<file path="src/shared/dsp_decoder_pkg.sv">
// Constants, opcode patterns and carrier types of the operand decoder.
// Assumes a 16-bit instruction word and an 8-bit data address.
package dsp_decoder_pkg;
    localparam logic [11:0] OFF_INSTR   = 12'h000;
    localparam logic [11:0] OFF_OPERAND = 12'h004;
    localparam logic [11:0] OFF_ACC_LO  = 12'h008;
    localparam logic [11:0] OFF_ACC_HI  = 12'h00C;
    localparam logic [11:0] OFF_AUX0    = 12'h010;
    localparam logic [11:0] OFF_AUX1    = 12'h014;
    localparam logic [11:0] OFF_STATUS  = 12'h018;
    localparam logic [11:0] OFF_ADDR    = 12'h01C;
    localparam logic [11:0] OFF_STORE   = 12'h020;
    localparam logic [11:0] OFF_MULT    = 12'h024;
    // Instruction fields
    localparam int MODE_BIT  = 7;
    localparam int RSEL_BIT  = 8;
    localparam int S_LSB     = 8;
    localparam int X_LSB     = 8;
    localparam int INC_BIT   = 5;
    localparam int DEC_BIT   = 4;
    localparam int NOSEL_BIT = 3;
    localparam int NEWSEL_BIT = 0;
    localparam logic [4:0] SH_HIGH = 5'h10;
    localparam logic [4:0] SH_CSUB = 5'h0F;
    localparam logic [4:0] SH_MAX  = 5'h10;
    localparam logic [2:0] XS_ONE  = 3'h1;
    localparam logic [2:0] XS_FOUR = 3'h4;
    // Reset values
    localparam logic [31:0] ACC_RST = 32'h0000_0000;
    localparam logic [15:0] AUX_RST = 16'h0000;
    localparam logic        SEL_RST = 1'b0;
    localparam logic        PAGE_RST = 1'b0;
    // Opcode patterns
    localparam logic [15:0] PAT_ADD_S  = 16'h0???;
    localparam logic [15:0] PAT_SUB_S  = 16'h1???;
    localparam logic [15:0] PAT_LOAD_S = 16'h2???;
    localparam logic [15:0] PAT_PSAVE  = 16'b0011_000?_????_????;
    localparam logic [15:0] PAT_PFILL  = 16'b0011_100?_????_????;
    localparam logic [15:0] PAT_SAVE_L = 16'h50??;
    localparam logic [15:0] PAT_SAVE_U = 16'b0101_1???_????_????;
    localparam logic [15:0] PAT_ADD_H  = 16'h60??;
    localparam logic [15:0] PAT_PLUS_U = 16'h61??;
    localparam logic [15:0] PAT_SUB_H  = 16'h62??;
    localparam logic [15:0] PAT_MIN_U  = 16'h63??;
    localparam logic [15:0] PAT_CSUB   = 16'h64??;
    localparam logic [15:0] PAT_FILL_U = 16'h65??;
    localparam logic [15:0] PAT_FILL_L = 16'h66??;
    localparam logic [15:0] PAT_PMOD   = 16'h68??;
    localparam logic [15:0] PAT_PG_IMM = 16'h6E??;
    localparam logic [15:0] PAT_PG_FIL = 16'h6F??;
    localparam logic [15:0] PAT_PIMM   = 16'b0111_000?_????_????;
    localparam logic [15:0] PAT_XOR    = 16'h78??;
    localparam logic [15:0] PAT_AND    = 16'h79??;
    localparam logic [15:0] PAT_OR     = 16'h7A??;
    localparam logic [15:0] PAT_ACC_IM = 16'h7E??;
    localparam logic [15:0] PAT_MAG    = 16'h7F88;
    localparam logic [15:0] PAT_CLR    = 16'h7F89;
    localparam logic [15:0] PAT_MUL_IM = 16'b100?_????_????_????;
    localparam logic [15:0] PAT_POLL   = 16'hF600;
    typedef enum logic [4:0] {
        OP_NOP, OP_ADD_S, OP_SUB_S, OP_LOAD_S, OP_PSAVE, OP_PFILL,
        OP_SAVE_L, OP_SAVE_U, OP_ADD_H, OP_PLUS_U, OP_SUB_H, OP_MIN_U,
        OP_CSUB, OP_FILL_U, OP_FILL_L, OP_PMOD, OP_PG_IMM, OP_PG_FIL,
        OP_PIMM, OP_XOR, OP_AND, OP_OR, OP_ACC_IM, OP_MAG, OP_CLR,
        OP_MUL_IM, OP_POLL
    } op_t;
    typedef enum logic [1:0] {
        S_READY = 2'b00, S_SECOND = 2'b01, S_ADDRWORD = 2'b11
    } seq_t;
    typedef struct packed {
        logic [7:0]  addr;
        logic        rd;
        logic        wr;
        logic [15:0] wdata;
    } dmem_t;
endpackage

</file>
<file path="src/rtl/input_shifter.sv">
// Barrel shifter from a memory word into accumulator width.
// Assumes shift codes of 0 to 16; larger codes clamp to 16.
`timescale 1ns/1ps
module input_shifter
    import dsp_decoder_pkg::*;
(
    // Operand in
    input  wire logic [15:0] din,
    input  wire logic [4:0]  shift,
    input  wire logic        sign_ext,
    // Shifted out
    output logic [31:0]      dout
);
    logic [31:0] ext;
    always_comb begin
        ext = {{16{sign_ext & din[15]}}, din};
        // Upper bits extend the sign, vacated low bits fill with zero
        dout = (shift > SH_MAX) ? (ext << SH_MAX) : (ext << shift);
    end
endmodule

</file>
<file path="src/rtl/output_shifter.sv">
// Accumulator shifter feeding the upper-word store path.
// Assumes only codes 0, 1 and 4 are meaningful; others pass unshifted.
`timescale 1ns/1ps
module output_shifter
    import dsp_decoder_pkg::*;
(
    // Accumulator and shift code
    input  wire logic [31:0] acc,
    input  wire logic [2:0]  code,
    // Upper word after shifting
    output logic [15:0]      upper
);
    logic [31:0] sh;
    always_comb begin
        case (code)
            XS_ONE:  sh = acc << 1;
            XS_FOUR: sh = acc << 4;
            default: sh = acc;
        endcase
        upper = sh[31:16];
    end
endmodule

</file>
<file path="src/rtl/dsp_operand_addr_decoder.sv">
// Instruction decoder, operand address generator and accumulator.
// Assumes an APB master; operand word stands in a register for the RAM.
`timescale 1ns/1ps
//Contract
// - Without the poll pin, branch-on-poll-low is a two-cycle no-op.
// - Direct address is page bit above seven instruction address bits.
// - Page zero holds 128 words, page one up to 128.
// - Indirect address is low byte of the selected pointer register.
// - Pointer select chooses pointer register zero or one.
// - Indirect ops step the pointer and reload select, no extra cycle.
// - Every data-operand instruction accepts indirect addressing.
// - Immediate forms take operands from the word, never reading RAM.
// - Shift code four bits, store shift three, select one.
// - Shifted add, subtract, load: shift 11..8, mode 7, one cycle.
// - Store upper uses shift bits 10..8, writes shifted upper half.
// - Store lower writes unshifted low half in one cycle.
// - Unsigned add, subtract, fill-low zero-extend the operand.
// - Clear-then-fill-upper clears accumulator, operand into upper half.
// - AND, OR, XOR combine operand with accumulator in one cycle.
// - Magnitude and clear are fixed one-cycle encodings.
// - Immediate forms load accumulator, pointer register and multiplier.
// - Pointer fill and save: select bit 8, mode bit 7.
// - Pointer immediate fill: select bit, low byte value, one cycle.
// - Select loads from immediate; modify steps pointers without data.
// - Page bit loads from memory operand or immediate, one cycle.
// - Accumulator is 32 bits, upper word 31..16, lower 15..0.
// - Input shifter shifts 0 to 16, sign-extends, zero-fills low.
// - Store shifter shifts by 0, 1 or 4 only.
module dsp_operand_addr_decoder
    import dsp_decoder_pkg::*;
#(
    parameter bit HAS_POLL_PIN = 1'b0
)
(
    // Clock and reset
    input  wire logic        mclk,
    input  wire logic        srst,
    // APB slave
    input  wire logic        psel,
    input  wire logic        penable,
    input  wire logic        pwrite,
    input  wire logic [11:0] paddr,
    input  wire logic [31:0] pwdata,
    input  wire logic [3:0]  pstrb,
    output logic [31:0]      prdata,
    output logic             pready,
    output logic             pslverr,
    // Poll pin, active low
    input  wire logic        poll_input_n,
    // Data memory access and completion
    output dmem_t            dmem,
    output logic             exec_done
);
    logic             ready_q;
    logic             err_q;
    logic [31:0]      prdata_q;
    logic [31:0]      rdata;
    logic             hit;
    logic             stall;
    logic             done_xfer;
    logic             instr_wr;
    logic             issue;
    logic [15:0]      ir;
    op_t              op;
    seq_t             state_q;
    logic [15:0]      instr_q;
    logic [15:0]      operand_q;
    logic [31:0]      acc_q;
    logic [31:0]      acc_d;
    logic [1:0][15:0] aux_q;
    logic [1:0][15:0] aux_d;
    logic             sel_q;
    logic             sel_d;
    logic             page_q;
    logic             page_d;
    logic [15:0]      mult_q;
    logic [15:0]      mult_d;
    dmem_t            dmem_q;
    dmem_t            dmem_d;
    logic             done_q;
    logic             taken_q;
    logic             uses_mem;
    logic             indirect;
    logic [7:0]       dir_addr;
    logic [7:0]       ind_addr;
    logic [7:0]       eff_addr;
    logic [4:0]       shamt;
    logic             sext;
    logic [31:0]      shifted;
    logic [15:0]      upper_sh;
    logic [31:0]      diff;

    function automatic op_t decode_op(input logic [15:0] w);
        casez (w)
            PAT_ADD_S:  return OP_ADD_S;
            PAT_SUB_S:  return OP_SUB_S;
            PAT_LOAD_S: return OP_LOAD_S;
            PAT_PSAVE:  return OP_PSAVE;
            PAT_PFILL:  return OP_PFILL;
            PAT_SAVE_L: return OP_SAVE_L;
            PAT_SAVE_U: return OP_SAVE_U;
            PAT_ADD_H:  return OP_ADD_H;
            PAT_PLUS_U: return OP_PLUS_U;
            PAT_SUB_H:  return OP_SUB_H;
            PAT_MIN_U:  return OP_MIN_U;
            PAT_CSUB:   return OP_CSUB;
            PAT_FILL_U: return OP_FILL_U;
            PAT_FILL_L: return OP_FILL_L;
            PAT_PMOD:   return OP_PMOD;
            PAT_PG_IMM: return OP_PG_IMM;
            PAT_PG_FIL: return OP_PG_FIL;
            PAT_PIMM:   return OP_PIMM;
            PAT_XOR:    return OP_XOR;
            PAT_AND:    return OP_AND;
            PAT_OR:     return OP_OR;
            PAT_ACC_IM: return OP_ACC_IM;
            PAT_MAG:    return OP_MAG;
            PAT_CLR:    return OP_CLR;
            PAT_MUL_IM: return OP_MUL_IM;
            PAT_POLL:   return OP_POLL;
            default:    return OP_NOP;
        endcase
    endfunction

    // APB decode and response
    assign done_xfer = psel & penable & ready_q;
    assign instr_wr  = done_xfer & pwrite & ~err_q & (paddr == OFF_INSTR);
    // Second cycle of a two-cycle op holds off the next instruction
    assign stall = pwrite & (paddr == OFF_INSTR) & (state_q == S_SECOND);

    always_comb begin
        hit   = 1'b1;
        rdata = 32'h0000_0000;
        case (paddr)
            OFF_INSTR:   rdata = {16'h0000, instr_q};
            OFF_OPERAND: rdata = {16'h0000, operand_q};
            OFF_ACC_LO:  rdata = {16'h0000, acc_q[15:0]};
            OFF_ACC_HI:  rdata = {16'h0000, acc_q[31:16]};
            OFF_AUX0:    rdata = {16'h0000, aux_q[0]};
            OFF_AUX1:    rdata = {16'h0000, aux_q[1]};
            OFF_STATUS:  rdata = {28'h0000_000, taken_q,
                                  state_q != S_READY, page_q, sel_q};
            OFF_ADDR:    rdata = {22'h00_0000, dmem_q.wr, dmem_q.rd,
                                  dmem_q.addr};
            OFF_STORE:   rdata = {16'h0000, dmem_q.wdata};
            OFF_MULT:    rdata = {16'h0000, mult_q};
            default:     hit = 1'b0;
        endcase
    end

    always_ff @(posedge mclk) begin
        if (srst) begin
            ready_q  <= 1'b0;
            err_q    <= 1'b0;
            prdata_q <= 32'h0000_0000;
        end else if (psel && !ready_q && !stall) begin
            ready_q  <= 1'b1;
            // Half-word instruction writes would issue garbage opcodes
            err_q    <= ~hit | (pwrite & (paddr == OFF_INSTR) &
                                ~(pstrb[0] & pstrb[1]));
            prdata_q <= pwrite ? 32'h0000_0000 : rdata;
        end else begin
            ready_q  <= 1'b0;
        end
    end

    assign prdata  = prdata_q;
    assign pready  = ready_q;
    assign pslverr = err_q;

    always_ff @(posedge mclk) begin
        if (srst) begin
            operand_q <= 16'h0000;
        end else if (done_xfer && pwrite && paddr == OFF_OPERAND) begin
            if (pstrb[0]) begin
                operand_q[7:0] <= pwdata[7:0];
            end
            if (pstrb[1]) begin
                operand_q[15:8] <= pwdata[15:8];
            end
        end
    end

    // Decode of the issued word
    assign ir    = pwdata[15:0];
    assign op    = decode_op(ir);
    assign issue = instr_wr & (state_q == S_READY);

    always_comb begin
        case (op)
            OP_ADD_S, OP_SUB_S, OP_LOAD_S, OP_PSAVE, OP_PFILL, OP_SAVE_L,
            OP_SAVE_U, OP_ADD_H, OP_PLUS_U, OP_SUB_H, OP_MIN_U, OP_CSUB,
            OP_FILL_U, OP_FILL_L, OP_PMOD, OP_PG_FIL, OP_XOR, OP_AND,
            OP_OR:   uses_mem = 1'b1;
            default: uses_mem = 1'b0;
        endcase
    end

    // Any operand instruction may use the indirect path
    assign indirect = uses_mem & ir[MODE_BIT];
    assign dir_addr = {page_q, ir[6:0]};
    assign ind_addr = aux_q[sel_q][7:0];
    // Page one covers 128..255, unpopulated words left to the RAM
    assign eff_addr = indirect ? ind_addr : dir_addr;

    always_comb begin
        case (op)
            OP_ADD_S, OP_SUB_S, OP_LOAD_S: shamt = {1'b0, ir[S_LSB +: 4]};
            OP_ADD_H, OP_SUB_H, OP_FILL_U: shamt = SH_HIGH;
            OP_CSUB: shamt = SH_CSUB;
            default: shamt = 5'h00;
        endcase
        sext = !(op == OP_PLUS_U || op == OP_MIN_U || op == OP_FILL_L);
    end

    input_shifter u_in (
        .din      (operand_q),
        .shift    (shamt),
        .sign_ext (sext),
        .dout     (shifted)
    );

    output_shifter u_out (
        .acc   (acc_q),
        .code  (ir[X_LSB +: 3]),
        .upper (upper_sh)
    );

    assign diff = acc_q - shifted;

    always_comb begin
        acc_d  = acc_q;
        aux_d  = aux_q;
        sel_d  = sel_q;
        page_d = page_q;
        mult_d = mult_q;
        dmem_d = '{addr: dmem_q.addr, rd: 1'b0, wr: 1'b0,
                   wdata: dmem_q.wdata};
        if (issue) begin
            if (indirect) begin
                // Step and select update ride along the same cycle
                if (ir[INC_BIT] && !ir[DEC_BIT]) begin
                    aux_d[sel_q] = aux_q[sel_q] + 16'h0001;
                end else if (ir[DEC_BIT] && !ir[INC_BIT]) begin
                    aux_d[sel_q] = aux_q[sel_q] - 16'h0001;
                end
                if (!ir[NOSEL_BIT]) begin
                    sel_d = ir[NEWSEL_BIT];
                end
            end
            if (uses_mem && op != OP_PMOD) begin
                dmem_d.addr = eff_addr;
                dmem_d.rd   = 1'b1;
            end
            case (op)
                OP_ADD_S, OP_ADD_H, OP_PLUS_U: acc_d = acc_q + shifted;
                OP_SUB_S, OP_SUB_H, OP_MIN_U:  acc_d = acc_q - shifted;
                OP_LOAD_S, OP_FILL_U, OP_FILL_L: acc_d = shifted;
                OP_CSUB: begin
                    acc_d = diff[31] ? {acc_q[30:0], 1'b0}
                                     : {diff[30:0], 1'b1};
                end
                OP_AND: acc_d = acc_q & {16'h0000, operand_q};
                OP_OR:  acc_d = acc_q | {16'h0000, operand_q};
                OP_XOR: acc_d = acc_q ^ {16'h0000, operand_q};
                OP_ACC_IM: acc_d = {24'h00_0000, ir[7:0]};
                OP_MAG: acc_d = acc_q[31] ? (~acc_q + 32'h0000_0001)
                                          : acc_q;
                OP_CLR: acc_d = ACC_RST;
                OP_SAVE_U: begin
                    dmem_d.rd    = 1'b0;
                    dmem_d.wr    = 1'b1;
                    dmem_d.wdata = upper_sh;
                end
                OP_SAVE_L: begin
                    dmem_d.rd    = 1'b0;
                    dmem_d.wr    = 1'b1;
                    dmem_d.wdata = acc_q[15:0];
                end
                OP_PSAVE: begin
                    // Stores the value from before any stepping
                    dmem_d.rd    = 1'b0;
                    dmem_d.wr    = 1'b1;
                    dmem_d.wdata = aux_q[ir[RSEL_BIT]];
                end
                // A load wins over a step of the same register
                OP_PFILL: aux_d[ir[RSEL_BIT]] = operand_q;
                OP_PIMM: aux_d[ir[RSEL_BIT]] = {8'h00, ir[7:0]};
                OP_PG_FIL: page_d = operand_q[0];
                OP_PG_IMM: page_d = ir[0];
                OP_MUL_IM: mult_d = {{3{ir[12]}}, ir[12:0]};
                default: ;
            endcase
        end
    end

    always_ff @(posedge mclk) begin
        if (srst) begin
            acc_q <= ACC_RST;
        end else begin
            acc_q <= acc_d;
        end
    end

    always_ff @(posedge mclk) begin
        if (srst) begin
            aux_q  <= {AUX_RST, AUX_RST};
            sel_q  <= SEL_RST;
            page_q <= PAGE_RST;
        end else begin
            aux_q  <= aux_d;
            sel_q  <= sel_d;
            page_q <= page_d;
        end
    end

    always_ff @(posedge mclk) begin
        if (srst) begin
            mult_q  <= 16'h0000;
            dmem_q  <= '0;
            instr_q <= 16'h0000;
        end else begin
            mult_q <= mult_d;
            dmem_q <= dmem_d;
            if (issue) begin
                instr_q <= ir;
            end
        end
    end

    assign dmem = dmem_q;

    // Two-cycle poll branch; its address word is swallowed
    always_ff @(posedge mclk) begin
        if (srst) begin
            state_q <= S_READY;
            done_q  <= 1'b0;
            taken_q <= 1'b0;
        end else begin
            done_q <= (issue && op != OP_POLL) || state_q == S_SECOND;
            case (state_q)
                S_READY: begin
                    if (issue && op == OP_POLL) begin
                        state_q <= S_SECOND;
                        taken_q <= HAS_POLL_PIN & ~poll_input_n;
                    end
                end
                S_SECOND: state_q <= S_ADDRWORD;
                S_ADDRWORD: begin
                    if (instr_wr) begin
                        state_q <= S_READY;
                    end
                end
                default: state_q <= S_READY;
            endcase
        end
    end

    assign exec_done = done_q;

    logic [15:0] sel_aux;
    logic [7:0]  aux0_lo;
    logic [7:0]  aux1_lo;
    logic [15:0] acc_lo;
    assign sel_aux = aux_q[sel_q];
    assign aux0_lo = aux_q[0][7:0];
    assign aux1_lo = aux_q[1][7:0];
    assign acc_lo  = acc_q[15:0];
endmodule

</file>
<file path="config.mk">
export PLATFORM = sky130hd
export DESIGN_NAME = dsp_operand_addr_decoder
export DESIGN_NICKNAME = d
export VERILOG_FILES = /design/src/shared/dsp_decoder_pkg.sv /design/src/rtl/input_shifter.sv /design/src/rtl/output_shifter.sv /design/src/rtl/dsp_operand_addr_decoder.sv
export SDC_FILE = /design/constraint.sdc
export NUM_CORES = 1
export LEC_CHECK = 0
export BUFFER_PORTS_ARGS = -buffer_cell sky130_fd_sc_hd__buf_2
export CORE_MARGIN = 2
export CORE_UTILIZATION = 45
export CTS_CLUSTER_SIZE = 40
export DETAILED_ROUTE_END_ITERATION = 6
export PLACE_DENSITY = 0.68
export SYNTH_ARGS = -nofsm -noshare
export SYNTH_HDL_FRONTEND = slang
export SYNTH_SLANG_ARGS = --single-unit
</file>
<file path="constraint.sdc">
create_clock -name mclk -period 5.91 [get_ports mclk]
set_input_delay 0.591 -clock mclk [delete_from_list [all_inputs] [get_ports mclk]]
set_output_delay 0.591 -clock mclk [all_outputs]
set_load 0.03 [all_outputs]
</file>
==> impl_metrics.yaml, run 1 <==
drt:
  vias: 22150
  postRouteAntennaNets: 0
  routed_wl_um: 85670
  first_pass_iters: 7
  wl_per_cell_um: 25.46
  via_per_inst: 6.582
  drc: 1
  first_iter_violations: 3142
grt:
  antenna_found_initial: 0
  grt_use_total_pct: 40.75
  grt_pass1_wl_um: 126600
  grt_pass1_vias: 20690
  grt_max_degree: 72
  gr-total-overflow: 0
status:
  status: "finished with violations"
  violations: "DRC"
place:
  gp_congestion: 1.060
  port_buffers: 79
  dp_slack_ns: -0.8849
  hpwl_um: 65490
floorplan:
  die_x_um: 200.4
  std_cell_rows: 71
  fp.coreArea_um2: 37840
  start_util_pct: 45.88
  die_area_um2: 40170
  die_h_um: 200.4
  io_pins: 115
final_layout:
  drive_gt1_share_pct: 25.51
  fin_util_pct: 59.02
  antenna_cells: 0
  nNetsFinal: 2995
  fillCellCount: 3604
  syn2layout_area_growth_pct: 28.63
synthesis:
  synth_area_per_cell_um2: 6.948
  synthTopCellsByCount: "nor2_1, nand2_1, a21oi_1"
  synth-seq-cells: 158
  yosysSeqAreaShare_pct: 18.22
  ys_warn_count: 0
  async_reset_ff_share_pct: 0
  yosysTopAreaCellShare_pct: 18.22
  synth_area_leader_cell: "dfxtp_1"
  syn_inst: 2499
  ys_types: 97
  synthTopCellsByArea: "dfxtp_1, ha_1, nor2_1"
  synth_edf_count: 0
  synth_top_flop_cell: "dfxtp_1"
  syn_area_um2: 17360
  yosysMostFrequentCell: "nor2_1"
timing:
  final.period_utilization_pct: 97.57
  setup_ws_ns: 0.1434
  hold_violations: 0
  skew_ns: 0.01660
  worstMarginPinSlew_ns: 1.205
  setup_viol_count_final: 0
  tns_ns: 0
  relSlewSlack_pct: 19.39
  slew_violations: 0
  finalCriticalPeriod_ns: 5.767
  fmax_ghz: 0.1734
critical_path:
  critPathCaptureType: "flop"
  cp_num_buf_inv: 5
  r2r-start: "operand_q[0]"
  startpoint_type: "input port"
  worstPathArrival_ns: 6.10
  critPathSlowestCell: "or4b_4"
  timing.reg2reg.setup_slack_ns: 0.75
  cpMostUsedCell: "buf_4"
  worstPathRequired_ns: 6.24
  critPathMaxStageDelay_ns: 0.60
  cp_top_family: "simple AND/OR/NAND/NOR gates"
  r2r_end: "acc_q[28]"
  crit_type: "input port to flop"
  cp_max_fo: 13
  rr_worst_depth: 21
power_and_ir_drop:
  clkPwrFrac_pct: 38.7
  leakagePower_nw: 9.126
  p_int_w: 0.002055
  switching_share_pct: 33.32
  p_comb_share_pct: 26.7
  power.density_nw_per_um2: 138.0
  power_switching_w: 0.001027
  seqPwrFrac_pct: 34.6
  peakVddDrop_uv: 187.1
worst_hold_path:
  hp-class: "flop to flop"
  hold-path-endpoint: "instr_q[5]"
  min_path_cells: 2
  hp-start: "instr_q[5]"
clock_network:
  clock_sinks: 158
  clock_latency_ns: 0.46
  numCtsBuffers: 17
  cts_buffer_depth: 2
  clk_pin_slew_ns: 0.06
  h-tree-depth: 4
  cts-root-buf: "clkbuf_16"
  tritoncts: "built"
flow_run:
  max_cap_violations: 0
worst min-delay path, delay by kind of cell (launching register included):
family | cells | cell delay [ns]
AND/OR/NAND/NOR | 1 | 0.05
AO/OA/AOI/OAI | 1 | 0.05
flip-flops | 1 | 0.31
cells by family after synthesis:
| kind of cell | Yosys count | synth area share (%) |
|---|---|---|
| compound gates | 837 | 32.47 |
| xor+xnor | 100 | 5.195 |
| fa+ha+maj | 100 | 7.292 |
| buf+inv | 342 | 8.092 |
| flops | 158 | 18.22 |
| mux | 92 | 5.584 |
| other cells | 1 | 0.02160 |
| simple gates | 869 | 23.13 |
worst max-delay path by stage:
stage                end  startpoint  depth (start not counted)  slack, ns
3_5_place_dp   acc_q[31]  pwdata[11]                         25      -0.88
6_report       acc_q[30]   pwdata[4]                         25       0.14
4_1_cts        acc_q[30]   pwdata[9]                         26      0.007
5_1_grt        acc_q[28]  pwdata[10]                         28      -0.06
3_3_place_gp   acc_q[31]   pwdata[9]                         25      -0.90
2_1_floorplan  acc_q[30]   pwdata[1]                         26      -0.04
sequential cells by signal, summed over array words and instances, names as in the netlist, 2 cells and up:
register	count
acc_q	32
instr_q	16
mult_q	13
prdata	16
operand_q	16
state_q	2
dmem	26
aux1_lo	8
aux0_lo	8
aux_q	16
power groups by stage:
stage | sequential, W | clock (W) | combinational, W
global placement | 0.00109 | 0 | 0.000746
floorplan | 0.00109 | 0 | 0.000417
global route | 0.00107 | 0.00123 | 0.000863
CTS | 0.00107 | 0.00118 | 0.000765
finish | 0.00107 | 0.00119 | 0.000823
detailed placement | 0.00109 | 0 | 0.000748
final cells by class:
cell class,instances,area (µm²),share of cell area [%]
sequential,158,3163,14.16
tap,511,639.4,2.863
multi-input combinational,2014,13560,60.70
timing repair buffer,538,3948,17.67
clock inverter,13,153.9,0.6890
inverter,112,420.4,1.882
clock buffer,19,452.9,2.028
what timing repair did:
action / 4_1_cts / 5_1_grt
resized for setup: 34 / 89
pin swaps: 11 / 44
setup buffers: 3 / 18
endpoints found under the setup margin: 31 / 32
hold buffers: 0 / 0
placed cells by master (no fill, tap or decap), drive strengths merged, types with 20 or more instances in the layout:
| cell type | instances |
|---|---|
| a211oi | 61 |
| o21ai | 146 |
| o211ai | 29 |
| a221oi | 44 |
| nor4 | 26 |
| xnor2 | 84 |
| nand4 | 26 |
| inv | 117 |
| nor2 | 315 |
| a31oi | 30 |
| nand3 | 65 |
| a21oi | 219 |
| nand2b | 21 |
| o22ai | 30 |
| dfxtp | 158 |
| mux2i | 65 |
| mux2 | 26 |
| clkbuf | 20 |
| nor3 | 76 |
| buf | 537 |
| ha | 98 |
| nand2 | 243 |
| a22oi | 80 |
per-stage QoR:
step	total power, W	instance area, µm²	hold WS [ns]	std cells
2_1_floorplan	0.001509	17500	0.4366	2514
5_1_grt	0.003157	22340	0.4835	3365
6_report	0.003082	22340	0.4550	3365
3_5_place_dp	0.001838	20930	0.4468	3313
3_3_place_gp	0.001836	20930	0.4418	3313
4_1_cts	0.003013	21740	0.4555	3348
routing by layer:
metal | track usage (%) | share of wire [%] | vias up
met4 | 25.45 | 7.6 | 0
met5 | 0 | 0 | -
met2 | 62.97 | 43 | 1495
met3 | 8.766 | 11 | 379
li1 | - | - | 9837
met1 | 51.71 | 39 | 10440
(Power assumes the default switching activity.)
==> run 2: changes to the inputs <==
--- a/config.mk
+++ b/config.mk
@@ -8,9 +8,9 @@
 export BUFFER_PORTS_ARGS = -buffer_cell sky130_fd_sc_hd__buf_2
 export CORE_MARGIN = 2
 export CORE_UTILIZATION = 45
+export CTS_BUF_LIST = sky130_fd_sc_hd__clkbuf_4
 export CTS_CLUSTER_SIZE = 40
 export DETAILED_ROUTE_END_ITERATION = 6
-export PLACE_DENSITY = 0.68
 export SYNTH_ARGS = -nofsm -noshare
 export SYNTH_HDL_FRONTEND = slang
 export SYNTH_SLANG_ARGS = --single-unit
==> run 2 against run 1 <==
Clock skew rose by 0.027 ns. Clock-buffer cell count down 2. Total power decreased by 17%. Worst setup slack better by 0.055 ns. Register-to-register slack got worse by 0.36 ns. Highest routed layer unchanged. Utilization is 2.8 points lower. The flow still finishes with violations (DRC). Non-clock buffer count decreased by 35. Clock power down 40%. Critical path depth is 1 lower. Sequential power hardly changed.
==> impl_metrics.yaml, run 2 (same netlist as run 1, synthesis figures left out) <==
power_and_ir_drop:
  leakagePower_nw: 8.681
  peakVddDrop_uv: 86.33
  power.density_nw_per_um2: 119.6
status:
  violations: "DRC"
  status: "finished with violations"
place:
  placed_area_um2: 20760
  hpwl_um: 65840
  port_buffers: 79
  dpl.cell_count: 3295
  dp_slack_ns: -0.8774
  gp_congestion: 1.052
drt:
  drc: 9
  wl_per_cell_um: 25.62
  first_pass_iters: 7
  routed_wl_um: 85340
  postRouteAntennaNets: 0
  vias: 21880
  first_iter_violations: 2766
  via_per_inst: 6.567
critical_path:
  critPathCaptureType: "flop"
  path_cells: "buf_2 > nor4bb_1 > and4_1 > a211o_1 > or4_4 > buf_4 > or2_2 > a41o_1 > a221o_1 > ha_1 > nor3_2 > nand2_1 > or3_1 > nor3_1 > buf_4 > o21ai_2 > a31oi_2 > buf_4 > xor2_1 > buf_4 > buf_4 > nor3_1 > a211oi_1 > o41ai_1"
  cp_num_cells: 24
  critPathSlowestCell: "or4_4"
  crit_type: "input port to flop"
  startpoint_type: "input port"
  critPathMaxStageDelay_ns: 0.58
  rr_worst_depth: 28
  worstPathRequired_ns: 6.46
  cp_top_family: "simple AND/OR/NAND/NOR gates"
  cp_num_buf_inv: 6
  cpMostUsedCell: "buf_4"
  worstPathArrival_ns: 6.26
  cp_max_fo: 11
floorplan:
  die_h_um: 200.4
  io_pins: 115
  start_util_pct: 45.88
  fp.coreArea_um2: 37840
  die_area_um2: 40170
  die_x_um: 200.4
  std_cell_rows: 71
timing:
  skew_ns: 0.04336
  setup_viol_count_final: 0
  fmax_ghz: 0.1751
  tns_ns: 0
  hold_violations: 0
  final.period_utilization_pct: 96.64
  slew_violations: 0
  relSlewSlack_pct: 6.682
  finalCriticalPeriod_ns: 5.711
  worstMarginPinSlew_ns: 1.390
  setup_ws_ns: 0.1988
final_layout:
  design_area_um2: 21290
  fin_util_pct: 56.26
  syn2layout_area_growth_pct: 22.62
  stdcell_count: 3331
  nNetsFinal: 2960
  drive_gt1_share_pct: 22.92
  largest_reg_flops: 32
  final_cell_mix: "buf_4, nor2_1, nand2_1"
  fillCellCount: 3756
  layout_commonest_cell: "buf_4"
  top_register: "acc_q"
worst_hold_path:
  hp-class: "input port to flop"
  min_path_cells: 3
grt:
  grt_pass1_wl_um: 126400
  grt_use_total_pct: 40.72
  grt_pass1_vias: 20490
  antenna_found_initial: 1
  grt_max_degree: 81
  gr-total-overflow: 0
clock_network:
  cts-root-buf: "clkbuf_4"
  clock_sinks: 158
  tritoncts: "built"
  cts_buffer_depth: 2
  h-tree-depth: 4
  clock_latency_ns: 0.68
  clk_pin_slew_ns: 0.15
  numCtsBuffers: 17
flow_run:
  max_cap_violations: 0
## run 2: cell count changes in the layout (fill, tap and decap cells not counted), moves of 5 or more
cell / previous run / this run
buf_4: 448 / 419
clkbuf_4: 1 / 17
buf_6: 9 / 4
a221oi_1: 39 / 44
a21oi_2: 9 / 4
clkbuf_16: 17 / 0
a221oi_2: 5 / 0
a21oi_1: 207 / 214
## run 2: area by class of cell
| class | count | area (µm²) | share of cell area (%) |
|---|---|---|---|
| Multi-Input combinational cell | 2014 | 13180 | 61.90 |
| Timing Repair Buffer | 503 | 3621 | 17.01 |
| Sequential cell | 158 | 3166 | 14.87 |
| Tap cell | 511 | 639.4 | 3.003 |
| Inverter | 112 | 420.4 | 1.974 |
| Clock inverter | 15 | 135.1 | 0.6347 |
| Clock buffer | 17 | 127.6 | 0.5994 |
| Antenna cell | 1 | 2.502 | 0.01175 |
## run 2: repair_timing
action / in CTS / in global routing
pin swaps: 0 / 9
resized for setup: 6 / 46
buffers inserted: 0 / 3
setup endpoints to repair: 29 / 32
hold buffers: 0 / 0
## run 2: per-stage QoR
| stage | power (W) | hold WS (ns) |
|---|---|---|
| floorplan | 0.001509 | 0.4366 |
| global placement | 0.001817 | 0.4426 |
| detailed placement | 0.001822 | 0.4480 |
| CTS | 0.002504 | 0.2496 |
| global route | 0.002617 | 0.2842 |
| finish | 0.002546 | 0.2645 |
## run 2: path summary, 6_finish.rpt
path / startpoint / end / slack (ns)
hold / removal: pwdata[3] / operand_q[3] / 0.26
setup / recovery: pwdata[10] / acc_q[17] / 0.20
hold reg to reg: instr_q[3] / instr_q[3] / 0.47
setup reg to reg: operand_q[10] / acc_q[17] / 0.39
## run 2: per-layer routing
metal | GRT usage [%] | vias up | share of wire (%)
met4 | 25.13 | 0 | 7.2
met3 | 8.279 | 340 | 11
met2 | 65.41 | 1444 | 44
met1 | 50.08 | 10320 | 38
li1 | - | 9768 | -
met5 | 0 | - | 0
## run 2: power breakdown
group / internal, W / total, W / switching (W) / leakage (nW)
logic: 0.000305 / 0.000769 / 0.000464 / 7.26
registers: 0.00107 / 0.00107 / 0.000000619 / 1.27
clock network: 0.000217 / 0.000710 / 0.000493 / 0.146
total: 0.00159 / 0.00255 / 0.000958 / 8.68
## run 2: tightest hold or removal path, delay by kind of cell
kind | cells | cell delay (ns)
muxes | 1 | 0.08
buffers and inverters | 1 | 0.13
and+or+nand+nor | 1 | 0.08
